--- src/hw/tmz_pkg.sv ---
// Package with register map, field positions and constants of the timer
package tmz_pkg;
    // ****************
    // Register map
    // ****************
    // Printed offsets are not all multiples of four: they are indices
    localparam logic [7:0] IDX_TIMER_COUNT = 8'h01;
    localparam logic [7:0] IDX_INTERRUPT_CONTROL = 8'h0b;
    localparam logic [7:0] IDX_OPTION_SETTINGS = 8'h81;
    localparam logic [7:0] IDX_PORT_A_DIRECTION = 8'h85;
    localparam logic [7:0] IDX_IRQ_STATUS = 8'h90;
    localparam logic [7:0] IDX_IRQ_MASK = 8'h91;
    localparam logic [7:0] IDX_CONTROL = 8'h92;
    localparam logic [7:0] IDX_WDT_COUNT = 8'h93;

    // ****************
    // Reset values
    // ****************
    localparam logic [7:0] RST_OPTION = 8'hff;
    localparam logic [7:0] RST_PORT_A_DIR = 8'h3f;
    localparam logic [7:0] RST_ZERO = 8'h00;

    // ****************
    // Field positions
    // ****************
    localparam int OPT_CLOCK_SOURCE_SELECT = 5;
    localparam int OPT_SOURCE_EDGE_SELECT = 4;
    localparam int OPT_PRESCALER_ASSIGN = 3;
    localparam int OPT_RATIO_HI = 2;
    localparam int INTC_OVERFLOW_FLAG = 2;
    localparam int INTC_OVERFLOW_ENABLE = 5;
    localparam int IRQ_OVERFLOW = 0;
    localparam int IRQ_WDT = 1;
    localparam int CTL_SLEEP = 0;
    localparam int CTL_WDT_EN = 1;
    localparam int CTL_WDT_CLEAR = 2;
    localparam int PORTA_COUNT_BIT = 4;

    // ****************
    // Timing
    // ****************
    localparam int WRITE_INHIBIT_CYCLES = 2;
    localparam logic [1:0] INHIBIT_LOAD = 2'h2;
    localparam int SYNC_STAGES = 2;
    localparam logic [7:0] COUNT_MAX = 8'hff;

    typedef enum logic [2:0] {
        TMZ_IDLE = 3'b001,
        TMZ_SETUP = 3'b010,
        TMZ_ACCESS = 3'b100
    } tmz_apb_t;
endpackage

--- src/hw/tmz_timer.sv ---
// Timer/counter with shared prescaler, watchdog postscaler and APB slave
//
// The APB register port is this design's own decision.
`timescale 1ns/10ps
module tmz_timer #(
    parameter int WDT_TICK_DIV = 180
) (
    input wire logic MCLK,
    input wire logic NRST,
    input wire logic PSEL,
    input wire logic PENABLE,
    input wire logic PWRITE,
    input wire logic [31:0] PADDR,
    input wire logic [31:0] PWDATA,
    output logic [31:0] PRDATA,
    output logic PREADY,
    output logic PSLVERR,
    input wire logic EXT_COUNT_PIN,
    output logic IRQ,
    output logic WDT_RESET
);
    // ****************
    // Helpers
    // ****************
    function automatic logic reg_hit(input logic [31:0] a,
                                     input logic [7:0] idx);
        reg_hit = (a[31:2] == {22'h00_0000, idx});
    endfunction

    // Tap of the prescaler for a division of 2^k, k in 0..8
    function automatic logic ps_tap(input logic [7:0] cnt,
                                    input logic [7:0] nxt, input int k);
        logic r;
        r = 1'b1;
        if (k > 0) begin
            r = cnt[k-1] & ~nxt[k-1];
        end
        ps_tap = r;
    endfunction

    logic [7:0] tmr_q, intc_q, opt_q, port_a_direction_q, ctl_q;
    logic [1:0] irq_sts_q, irq_mask_q;
    logic [7:0] ps_q;
    logic [7:0] wdt_q;
    logic [15:0] wdt_div_q;
    logic [1:0] inhibit_q;
    logic sync1_q, sync2_q;
    logic [1:0] apb_st;

    // ****************
    // APB decode
    // ****************
    logic wr, rd_en, mapped;
    assign wr = PSEL & PENABLE & PWRITE;
    assign rd_en = PSEL & PENABLE & ~PWRITE;
    assign PREADY = 1'b1;
    assign mapped = reg_hit(PADDR, tmz_pkg::IDX_TIMER_COUNT)
        | reg_hit(PADDR, tmz_pkg::IDX_INTERRUPT_CONTROL)
        | reg_hit(PADDR, tmz_pkg::IDX_OPTION_SETTINGS)
        | reg_hit(PADDR, tmz_pkg::IDX_PORT_A_DIRECTION)
        | reg_hit(PADDR, tmz_pkg::IDX_IRQ_STATUS)
        | reg_hit(PADDR, tmz_pkg::IDX_IRQ_MASK)
        | reg_hit(PADDR, tmz_pkg::IDX_CONTROL)
        | reg_hit(PADDR, tmz_pkg::IDX_WDT_COUNT);
    assign PSLVERR = PSEL & PENABLE & ~mapped;
    assign apb_st = 2'h0;

    logic wr_tmr, wr_intc, wr_opt, wr_port_a_direction, wr_sts, wr_mask, wr_ctl;
    assign wr_tmr = wr & reg_hit(PADDR, tmz_pkg::IDX_TIMER_COUNT);
    assign wr_intc = wr & reg_hit(PADDR, tmz_pkg::IDX_INTERRUPT_CONTROL);
    assign wr_opt = wr & reg_hit(PADDR, tmz_pkg::IDX_OPTION_SETTINGS);
    assign wr_port_a_direction = wr & reg_hit(PADDR, tmz_pkg::IDX_PORT_A_DIRECTION);
    assign wr_sts = wr & reg_hit(PADDR, tmz_pkg::IDX_IRQ_STATUS);
    assign wr_mask = wr & reg_hit(PADDR, tmz_pkg::IDX_IRQ_MASK);
    assign wr_ctl = wr & reg_hit(PADDR, tmz_pkg::IDX_CONTROL);

    // ****************
    // Option fields
    // ****************
    logic src_sel, edge_sel, assign_wdt, sleeping, wdt_en, wdt_clear;
    logic [2:0] ratio;
    assign src_sel = opt_q[tmz_pkg::OPT_CLOCK_SOURCE_SELECT];
    assign edge_sel = opt_q[tmz_pkg::OPT_SOURCE_EDGE_SELECT];
    assign assign_wdt = opt_q[tmz_pkg::OPT_PRESCALER_ASSIGN];
    assign ratio = opt_q[tmz_pkg::OPT_RATIO_HI:0];
    assign sleeping = ctl_q[tmz_pkg::CTL_SLEEP];
    assign wdt_en = ctl_q[tmz_pkg::CTL_WDT_EN];
    // Watchdog clear instruction is a self-clearing write of this bit
    assign wdt_clear = wr_ctl & PWDATA[tmz_pkg::CTL_WDT_CLEAR];

    // ****************
    // External clock path
    // ****************
    // Pin synchroniser, then edge detect on the second stage
    logic sync_a_q, sync_b_q, pin_d1_q;
    always_ff @(posedge MCLK) begin
        if (!NRST) begin
            sync_a_q <= 1'b0;
            sync_b_q <= 1'b0;
            pin_d1_q <= 1'b0;
        end else begin
            sync_a_q <= EXT_COUNT_PIN;
            sync_b_q <= sync_a_q;
            pin_d1_q <= sync_b_q;
        end
    end

    logic ext_edge;
    assign ext_edge = edge_sel ? (pin_d1_q & ~sync_b_q)
                               : (~pin_d1_q & sync_b_q);

    // Source before prescaler: cycle tick or selected pin edge
    logic src_tick;
    assign src_tick = src_sel ? ext_edge : 1'b1;

    // Watchdog base tick from a free divider
    logic wdt_tick;
    assign wdt_tick = (wdt_div_q == 16'(WDT_TICK_DIV - 1));
    always_ff @(posedge MCLK) begin
        if (!NRST) begin
            wdt_div_q <= 16'h0000;
        end else if (wdt_tick) begin
            wdt_div_q <= 16'h0000;
        end else begin
            wdt_div_q <= wdt_div_q + 16'h0001;
        end
    end

    // ****************
    // Shared prescaler
    // ****************
    logic ps_in, ps_out;
    logic [7:0] ps_nxt;
    logic [3:0] ps_k;
    assign ps_in = assign_wdt ? (wdt_tick & wdt_en) : (src_tick & ~sleeping);
    assign ps_nxt = ps_q + 8'h01;
    assign ps_k = assign_wdt ? {1'b0, ratio} : ({1'b0, ratio} + 4'h1);
    assign ps_out = ps_in & ps_tap(ps_q, ps_nxt, int'(ps_k));

    always_ff @(posedge MCLK) begin
        if (!NRST) begin
            ps_q <= tmz_pkg::RST_ZERO;
        end else if (wr_tmr && !assign_wdt) begin
            ps_q <= tmz_pkg::RST_ZERO;
        end else if (wdt_clear && assign_wdt) begin
            ps_q <= tmz_pkg::RST_ZERO;
        end else if (ps_in) begin
            ps_q <= ps_nxt;
        end
    end

    // Timer tick after optional prescaler
    logic tmr_src;
    assign tmr_src = assign_wdt ? (src_tick & ~sleeping) : ps_out;

    // External ticks cross a further two-stage delay before counting
    always_ff @(posedge MCLK) begin
        if (!NRST) begin
            sync1_q <= 1'b0;
            sync2_q <= 1'b0;
        end else begin
            sync1_q <= tmr_src & src_sel;
            sync2_q <= sync1_q;
        end
    end
    logic tmr_inc;
    assign tmr_inc = (src_sel ? sync2_q : tmr_src) & ~sleeping
        & (inhibit_q == 2'h0);

    // ****************
    // Counter
    // ****************
    always_ff @(posedge MCLK) begin
        if (!NRST) begin
            inhibit_q <= 2'h0;
        end else if (wr_tmr) begin
            inhibit_q <= tmz_pkg::INHIBIT_LOAD;
        end else if (inhibit_q != 2'h0) begin
            inhibit_q <= inhibit_q - 2'h1;
        end
    end

    logic ovf;
    assign ovf = tmr_inc & (tmr_q == tmz_pkg::COUNT_MAX) & ~wr_tmr;

    always_ff @(posedge MCLK) begin
        if (!NRST) begin
            tmr_q <= tmz_pkg::RST_ZERO;
        end else if (wr_tmr) begin
            tmr_q <= PWDATA[7:0];
        end else if (tmr_inc) begin
            tmr_q <= tmr_q + 8'h01;
        end
    end

    // ****************
    // Watchdog
    // ****************
    logic wdt_inc;
    assign wdt_inc = assign_wdt ? ps_out : (wdt_tick & wdt_en);
    always_ff @(posedge MCLK) begin
        if (!NRST) begin
            wdt_q <= tmz_pkg::RST_ZERO;
            WDT_RESET <= 1'b0;
        end else begin
            WDT_RESET <= wdt_inc & (wdt_q == tmz_pkg::COUNT_MAX)
                & ~wdt_clear;
            if (wdt_clear) begin
                wdt_q <= tmz_pkg::RST_ZERO;
            end else if (wdt_inc) begin
                wdt_q <= wdt_q + 8'h01;
            end
        end
    end

    // ****************
    // Registers
    // ****************
    always_ff @(posedge MCLK) begin
        if (!NRST) begin
            opt_q <= tmz_pkg::RST_OPTION;
        end else if (wr_opt) begin
            opt_q <= PWDATA[7:0];
        end
    end

    always_ff @(posedge MCLK) begin
        if (!NRST) begin
            port_a_direction_q <= tmz_pkg::RST_PORT_A_DIR;
        end else if (wr_port_a_direction) begin
            port_a_direction_q <= {2'b00, PWDATA[5:0]};
        end
    end

    always_ff @(posedge MCLK) begin
        if (!NRST) begin
            ctl_q <= tmz_pkg::RST_ZERO;
        end else if (wr_ctl) begin
            ctl_q <= {6'h00, PWDATA[tmz_pkg::CTL_WDT_EN],
                      PWDATA[tmz_pkg::CTL_SLEEP]};
        end
    end

    // Overflow flag: set wins over a software clear in the same cycle
    always_ff @(posedge MCLK) begin
        if (!NRST) begin
            intc_q <= tmz_pkg::RST_ZERO;
        end else begin
            if (wr_intc) begin
                intc_q <= PWDATA[7:0];
            end
            if (ovf) begin
                intc_q[tmz_pkg::INTC_OVERFLOW_FLAG] <= 1'b1;
            end
        end
    end

    // Sticky status, write one to clear, set wins
    logic [1:0] ev;
    assign ev = {WDT_RESET, ovf};
    always_ff @(posedge MCLK) begin
        if (!NRST) begin
            irq_sts_q <= 2'h0;
        end else begin
            irq_sts_q <= (irq_sts_q & ~(wr_sts ? PWDATA[1:0] : 2'h0)) | ev;
        end
    end

    always_ff @(posedge MCLK) begin
        if (!NRST) begin
            irq_mask_q <= 2'h0;
        end else if (wr_mask) begin
            irq_mask_q <= PWDATA[1:0];
        end
    end

    // Overflow request gated by its enable bit and by the mask
    logic [1:0] req;
    assign req[tmz_pkg::IRQ_OVERFLOW] = irq_sts_q[tmz_pkg::IRQ_OVERFLOW]
        & intc_q[tmz_pkg::INTC_OVERFLOW_ENABLE];
    assign req[tmz_pkg::IRQ_WDT] = irq_sts_q[tmz_pkg::IRQ_WDT];
    assign IRQ = |(req & irq_mask_q);

    // ****************
    // Read data
    // ****************
    logic [7:0] rd;
    always_comb begin
        rd = 8'h00;
        if (reg_hit(PADDR, tmz_pkg::IDX_TIMER_COUNT)) begin
            rd = tmr_q;
        end else if (reg_hit(PADDR, tmz_pkg::IDX_INTERRUPT_CONTROL)) begin
            rd = intc_q;
        end else if (reg_hit(PADDR, tmz_pkg::IDX_OPTION_SETTINGS)) begin
            rd = opt_q;
        end else if (reg_hit(PADDR, tmz_pkg::IDX_PORT_A_DIRECTION)) begin
            rd = port_a_direction_q;
        end else if (reg_hit(PADDR, tmz_pkg::IDX_IRQ_STATUS)) begin
            rd = {6'h00, irq_sts_q};
        end else if (reg_hit(PADDR, tmz_pkg::IDX_IRQ_MASK)) begin
            rd = {6'h00, irq_mask_q};
        end else if (reg_hit(PADDR, tmz_pkg::IDX_CONTROL)) begin
            rd = ctl_q;
        end else if (reg_hit(PADDR, tmz_pkg::IDX_WDT_COUNT)) begin
            rd = wdt_q;
        end
    end

    always_ff @(posedge MCLK) begin
        if (!NRST) begin
            PRDATA <= 32'h0000_0000;
        end else if (PSEL && !PENABLE && !PWRITE) begin
            PRDATA <= {24'h00_0000, rd};
        end
    end
endmodule

--- config.mk ---
export PLATFORM = sky130hd
export DESIGN_NAME = tmz_timer
export DESIGN_NICKNAME = d
export VERILOG_FILES = /design/src/hw/tmz_pkg.sv /design/src/hw/tmz_timer.sv
export SDC_FILE = /design/constraint.sdc
export NUM_CORES = 1
export LEC_CHECK = 0
export ABC_CLOCK_PERIOD_IN_PS = 7200
export BUFFER_PORTS_ARGS = -buffer_cell sky130_fd_sc_hd__buf_2
export CORE_ASPECT_RATIO = 1.5
export CORE_UTILIZATION = 45
export CTS_CLUSTER_DIAMETER = 120
export DETAILED_ROUTE_END_ITERATION = 8
export PLACE_DENSITY = 0.8
export SLEW_MARGIN = 20
export SYNTH_ARGS = -nofsm -noshare
export SYNTH_HDL_FRONTEND = slang
export SYNTH_SLANG_ARGS = --single-unit
--- constraint.sdc ---
create_clock -name MCLK -period 7.2 [get_ports MCLK]
set_clock_uncertainty 0.05 [all_clocks]
set_input_delay 0.72 -clock MCLK [delete_from_list [all_inputs] [get_ports MCLK]]
set_output_delay 0.72 -clock MCLK [all_outputs]
set_load 0.02 [all_outputs]
==> metrics.txt <==
HP Class reg2reg; worst slew pin tran 0.759 ns; count of input and output buffers 54; slowest library cell on the worst path nor3_2; Post-Place Cell Area 4610 um2; post-synthesis sequential area ratio 0.383; GR Overflow Total 0; max-capacitance violation count 0; ant diodes 0; wire per inst 15.6 um; # fillers 878; Tcrit/Tclk final 0.472; Post-Syn Area per Cell 8.37 um2; Synth area leader dfxtp_1; final WL 10700 um; die width 82.7 um; CTS HTree Levels 3; Most common cell on crit path buf_2; clk slew on worst S/H paths 0.06 ns; Critical Path RT 6.43 ns; max_slew headroom 0.489; element type at the critical path end output port; TritonCTS Buffers 9; largest net degree at the start of global routing 36; worst hold stages 1; Setup TNS 0 ns; hold_buf cts 0; vias in the first global route 3722; LEAKAGE 0.00202 uW; drt initial violations 265; io pins 106; DR vias/cell 5.74; initial antenna violation count 0; gate count of the mapped netlist 525; CTS Sinks 84; final antenna-violating net count 0; share of layout cells above drive strength 1 0.145; RSZ-0062 raised after global routing false; CP startpoint kind primary input; Multi-input gate area 2480 um2; PwrDens 196 nW/um2; Max Fclk 294 MHz; clk_lat worst skew 0.34 ns; Post-Syn Area 4390 um2; async set-reset flop share out of synthesis 0; number of synthesized flops with an enable pin 0; global placement routability congestion 0.943; Worst Path Max Fanout 12; worst-path cell chain buf_2 > or4b_1 > nor3_2 > nand2_1 > o21ai_0 > a21oi_1 > buf_2; drt drc 0; Max IR drop VDD 0.149 mV; synth warn 0; post-layout util 0.522; Setup WS post-layout 3.80 ns; P&R area growth vs syn 11.3%; starting density of the core 0.469; DR vias 3934; total die area 10200 um2; setup bufs post-CTS 0; top post-synthesis cells by area dfxtp_1 (38%), mux2i_1 (5.9%), nand2_1 (5.3%), buf_4 (4.4%), nor2_1 (4.4%); All-Layer GR Usage 0.228; Reg2Reg Setup Slack 4.24 ns; die height 123 um; Final min period 3.40 ns; core area 9360 um2; register area 1680 um2; DP Cell Count 670; Placement Setup Slack 3.83 ns; final std cells w/o fill 685; Final Max Tran Viols 0; final hold vios 0; first-pass GRT wire length 17400 um; Crit Path Category in2out; Main synth FF type dfxtp_1; worst hold path endpoint sync_b_q; TritonCTS clock tree done; dpl hpwl 7920 um; DR pass1 iterations 8; Yosys reg bits 84; Critical Path AT 2.63 ns; CP peak stage delay 0.58 ns; reg2reg end tmr_q[1]; worst reg2reg startpoint opt_q[3]; post-CTS sizing 0; FF-to-FF path depth 10; fin area 4890 um2; FP Rows 43; clk root buf clkbuf_16; NumNets Final 646; hold path start sync_a_q; clk buf depth 2; Setup Viol. Count Final 0; top-area cell type share of the netlist area 0.383; Yosys cell types 60; outcome completed
## flip-flops by register name, summed over array words and instances, names as in the netlist, 2 cells and up
signal / flops
inhibit_q: 2
ctl_q: 2
wdt_div_q: 16
irq_sts_q: 2
ps_q: 8
irq_mask_q: 2
wdt_q: 8
tmr_q: 8
intc_q: 8
port_a_direction_q: 6
opt_q: 8
PRDATA: 8
## where the power goes
group,switching [uW],total (uW),internal (uW)
Combinational,38.9,55.0,16.0
Sequential,1.82,469,467
Clock,199,434,235
## cell usage in the layout, fill, tap and decap left out, types with 3 or more instances in the layout
cell / count
a21oi_1: 26
a22oi_1: 3
a32o_1: 4
and2_1: 6
and3_1: 14
and4_1: 3
buf_2: 54
clkbuf_16: 9
clkinv_4: 3
conb_1: 25
dfxtp_1: 84
ha_1: 7
inv_1: 6
mux2i_1: 26
nand2_1: 62
nand3_1: 35
nand3b_1: 3
nand4_1: 6
nor2_1: 52
nor2b_1: 5
nor3_1: 9
nor4_1: 8
o2111ai_1: 3
o211ai_1: 10
o21ai_0: 24
o21ai_1: 5
o21bai_1: 3
o22ai_1: 5
or3_1: 7
xnor2_1: 9
xor2_1: 22
## layout make-up
| class | instances | area share |
|---|---|---|
| inverter | 8 | 0.00614 |
| multi-input combinational | 411 | 0.508 |
| clock inverter | 6 | 0.0102 |
| timing repair buffer | 55 | 0.0568 |
| sequential | 84 | 0.344 |
| tap | 112 | 0.0287 |
| clock buffer | 9 | 0.0461 |
## per-layer routing
metal	routed length (um)	vias up	track usage
li1	-	1899	-
met1	4190	1816	0.259
met2	5390	180	0.385
met3	539	39	0.0376
met4	570	0	0.150
met5	0	-	0
## per-stage QoR
stage	total power (uW)	hold slack (ns)
final	957	0.390
after global routing	988	0.421
after CTS	961	0.395
after detailed placement	533	0.379
after global placement	532	0.376
after floorplan	522	0.362
## synthesized netlist by cell type, types with 2 or more instances
| library cell | instances |
|---|---|
| buf_4 | 26 |
| o2111ai_1 | 3 |
| and4_1 | 3 |
| buf_2 | 5 |
| o21ai_0 | 24 |
| o2111ai_2 | 2 |
| o22ai_1 | 5 |
| a31oi_1 | 2 |
| nand3_1 | 35 |
| xor2_1 | 22 |
| and3_1 | 14 |
| nand2b_1 | 2 |
| nor4b_1 | 2 |
| nand2_1 | 62 |
| o211ai_1 | 10 |
| dfxtp_1 | 84 |
| xnor2_1 | 9 |
| ha_1 | 7 |
| conb_1 | 2 |
| or3_1 | 7 |
| nor4_1 | 8 |
| nor2_1 | 52 |
| nand3b_1 | 3 |
| o21bai_1 | 3 |
| and2_1 | 6 |
| mux2i_1 | 26 |
| nor2b_1 | 5 |
| clkbuf_1 | 11 |
| a21oi_1 | 26 |
| inv_1 | 6 |
| a32o_1 | 4 |
| nor3b_1 | 2 |
| nor3_1 | 9 |
| nand4_1 | 6 |
| a22oi_1 | 3 |
| o21ai_1 | 5 |
## how the worst max path moves through the flow
| stage | from | endpoint | slack [ns] | cells past startpoint |
|---|---|---|---|---|
| after floorplan | PADDR[6] | PSLVERR | 4.26 | 6 |
| after global placement | PADDR[2] | PSLVERR | 3.87 | 7 |
| after detailed placement | PADDR[2] | PSLVERR | 3.83 | 7 |
| after CTS | PADDR[2] | PSLVERR | 3.83 | 7 |
| after global routing | PADDR[2] | PSLVERR | 3.65 | 7 |
| final | PADDR[2] | PSLVERR | 3.80 | 7 |
## kinds of logic after synthesis
family,count (synthesis),synth area share
adders and majority gates,7,0.0199
DFF,84,0.383
and+or+nand+nor,226,0.259
other,2,0.00171
muxes,26,0.0593
AOI/OAI and AO/OA,95,0.141
buffers and inverters,53,0.0709
xor gates and xnor gates,32,0.0655
## critical path: cells and delay by family
family	cells	cell delay, ns
buffers and inverters	2	0.39
AO/OA/AOI/OAI	2	0.23
AND/OR/NAND/NOR	3	1.29
Power figures use the tool's default switching activity.
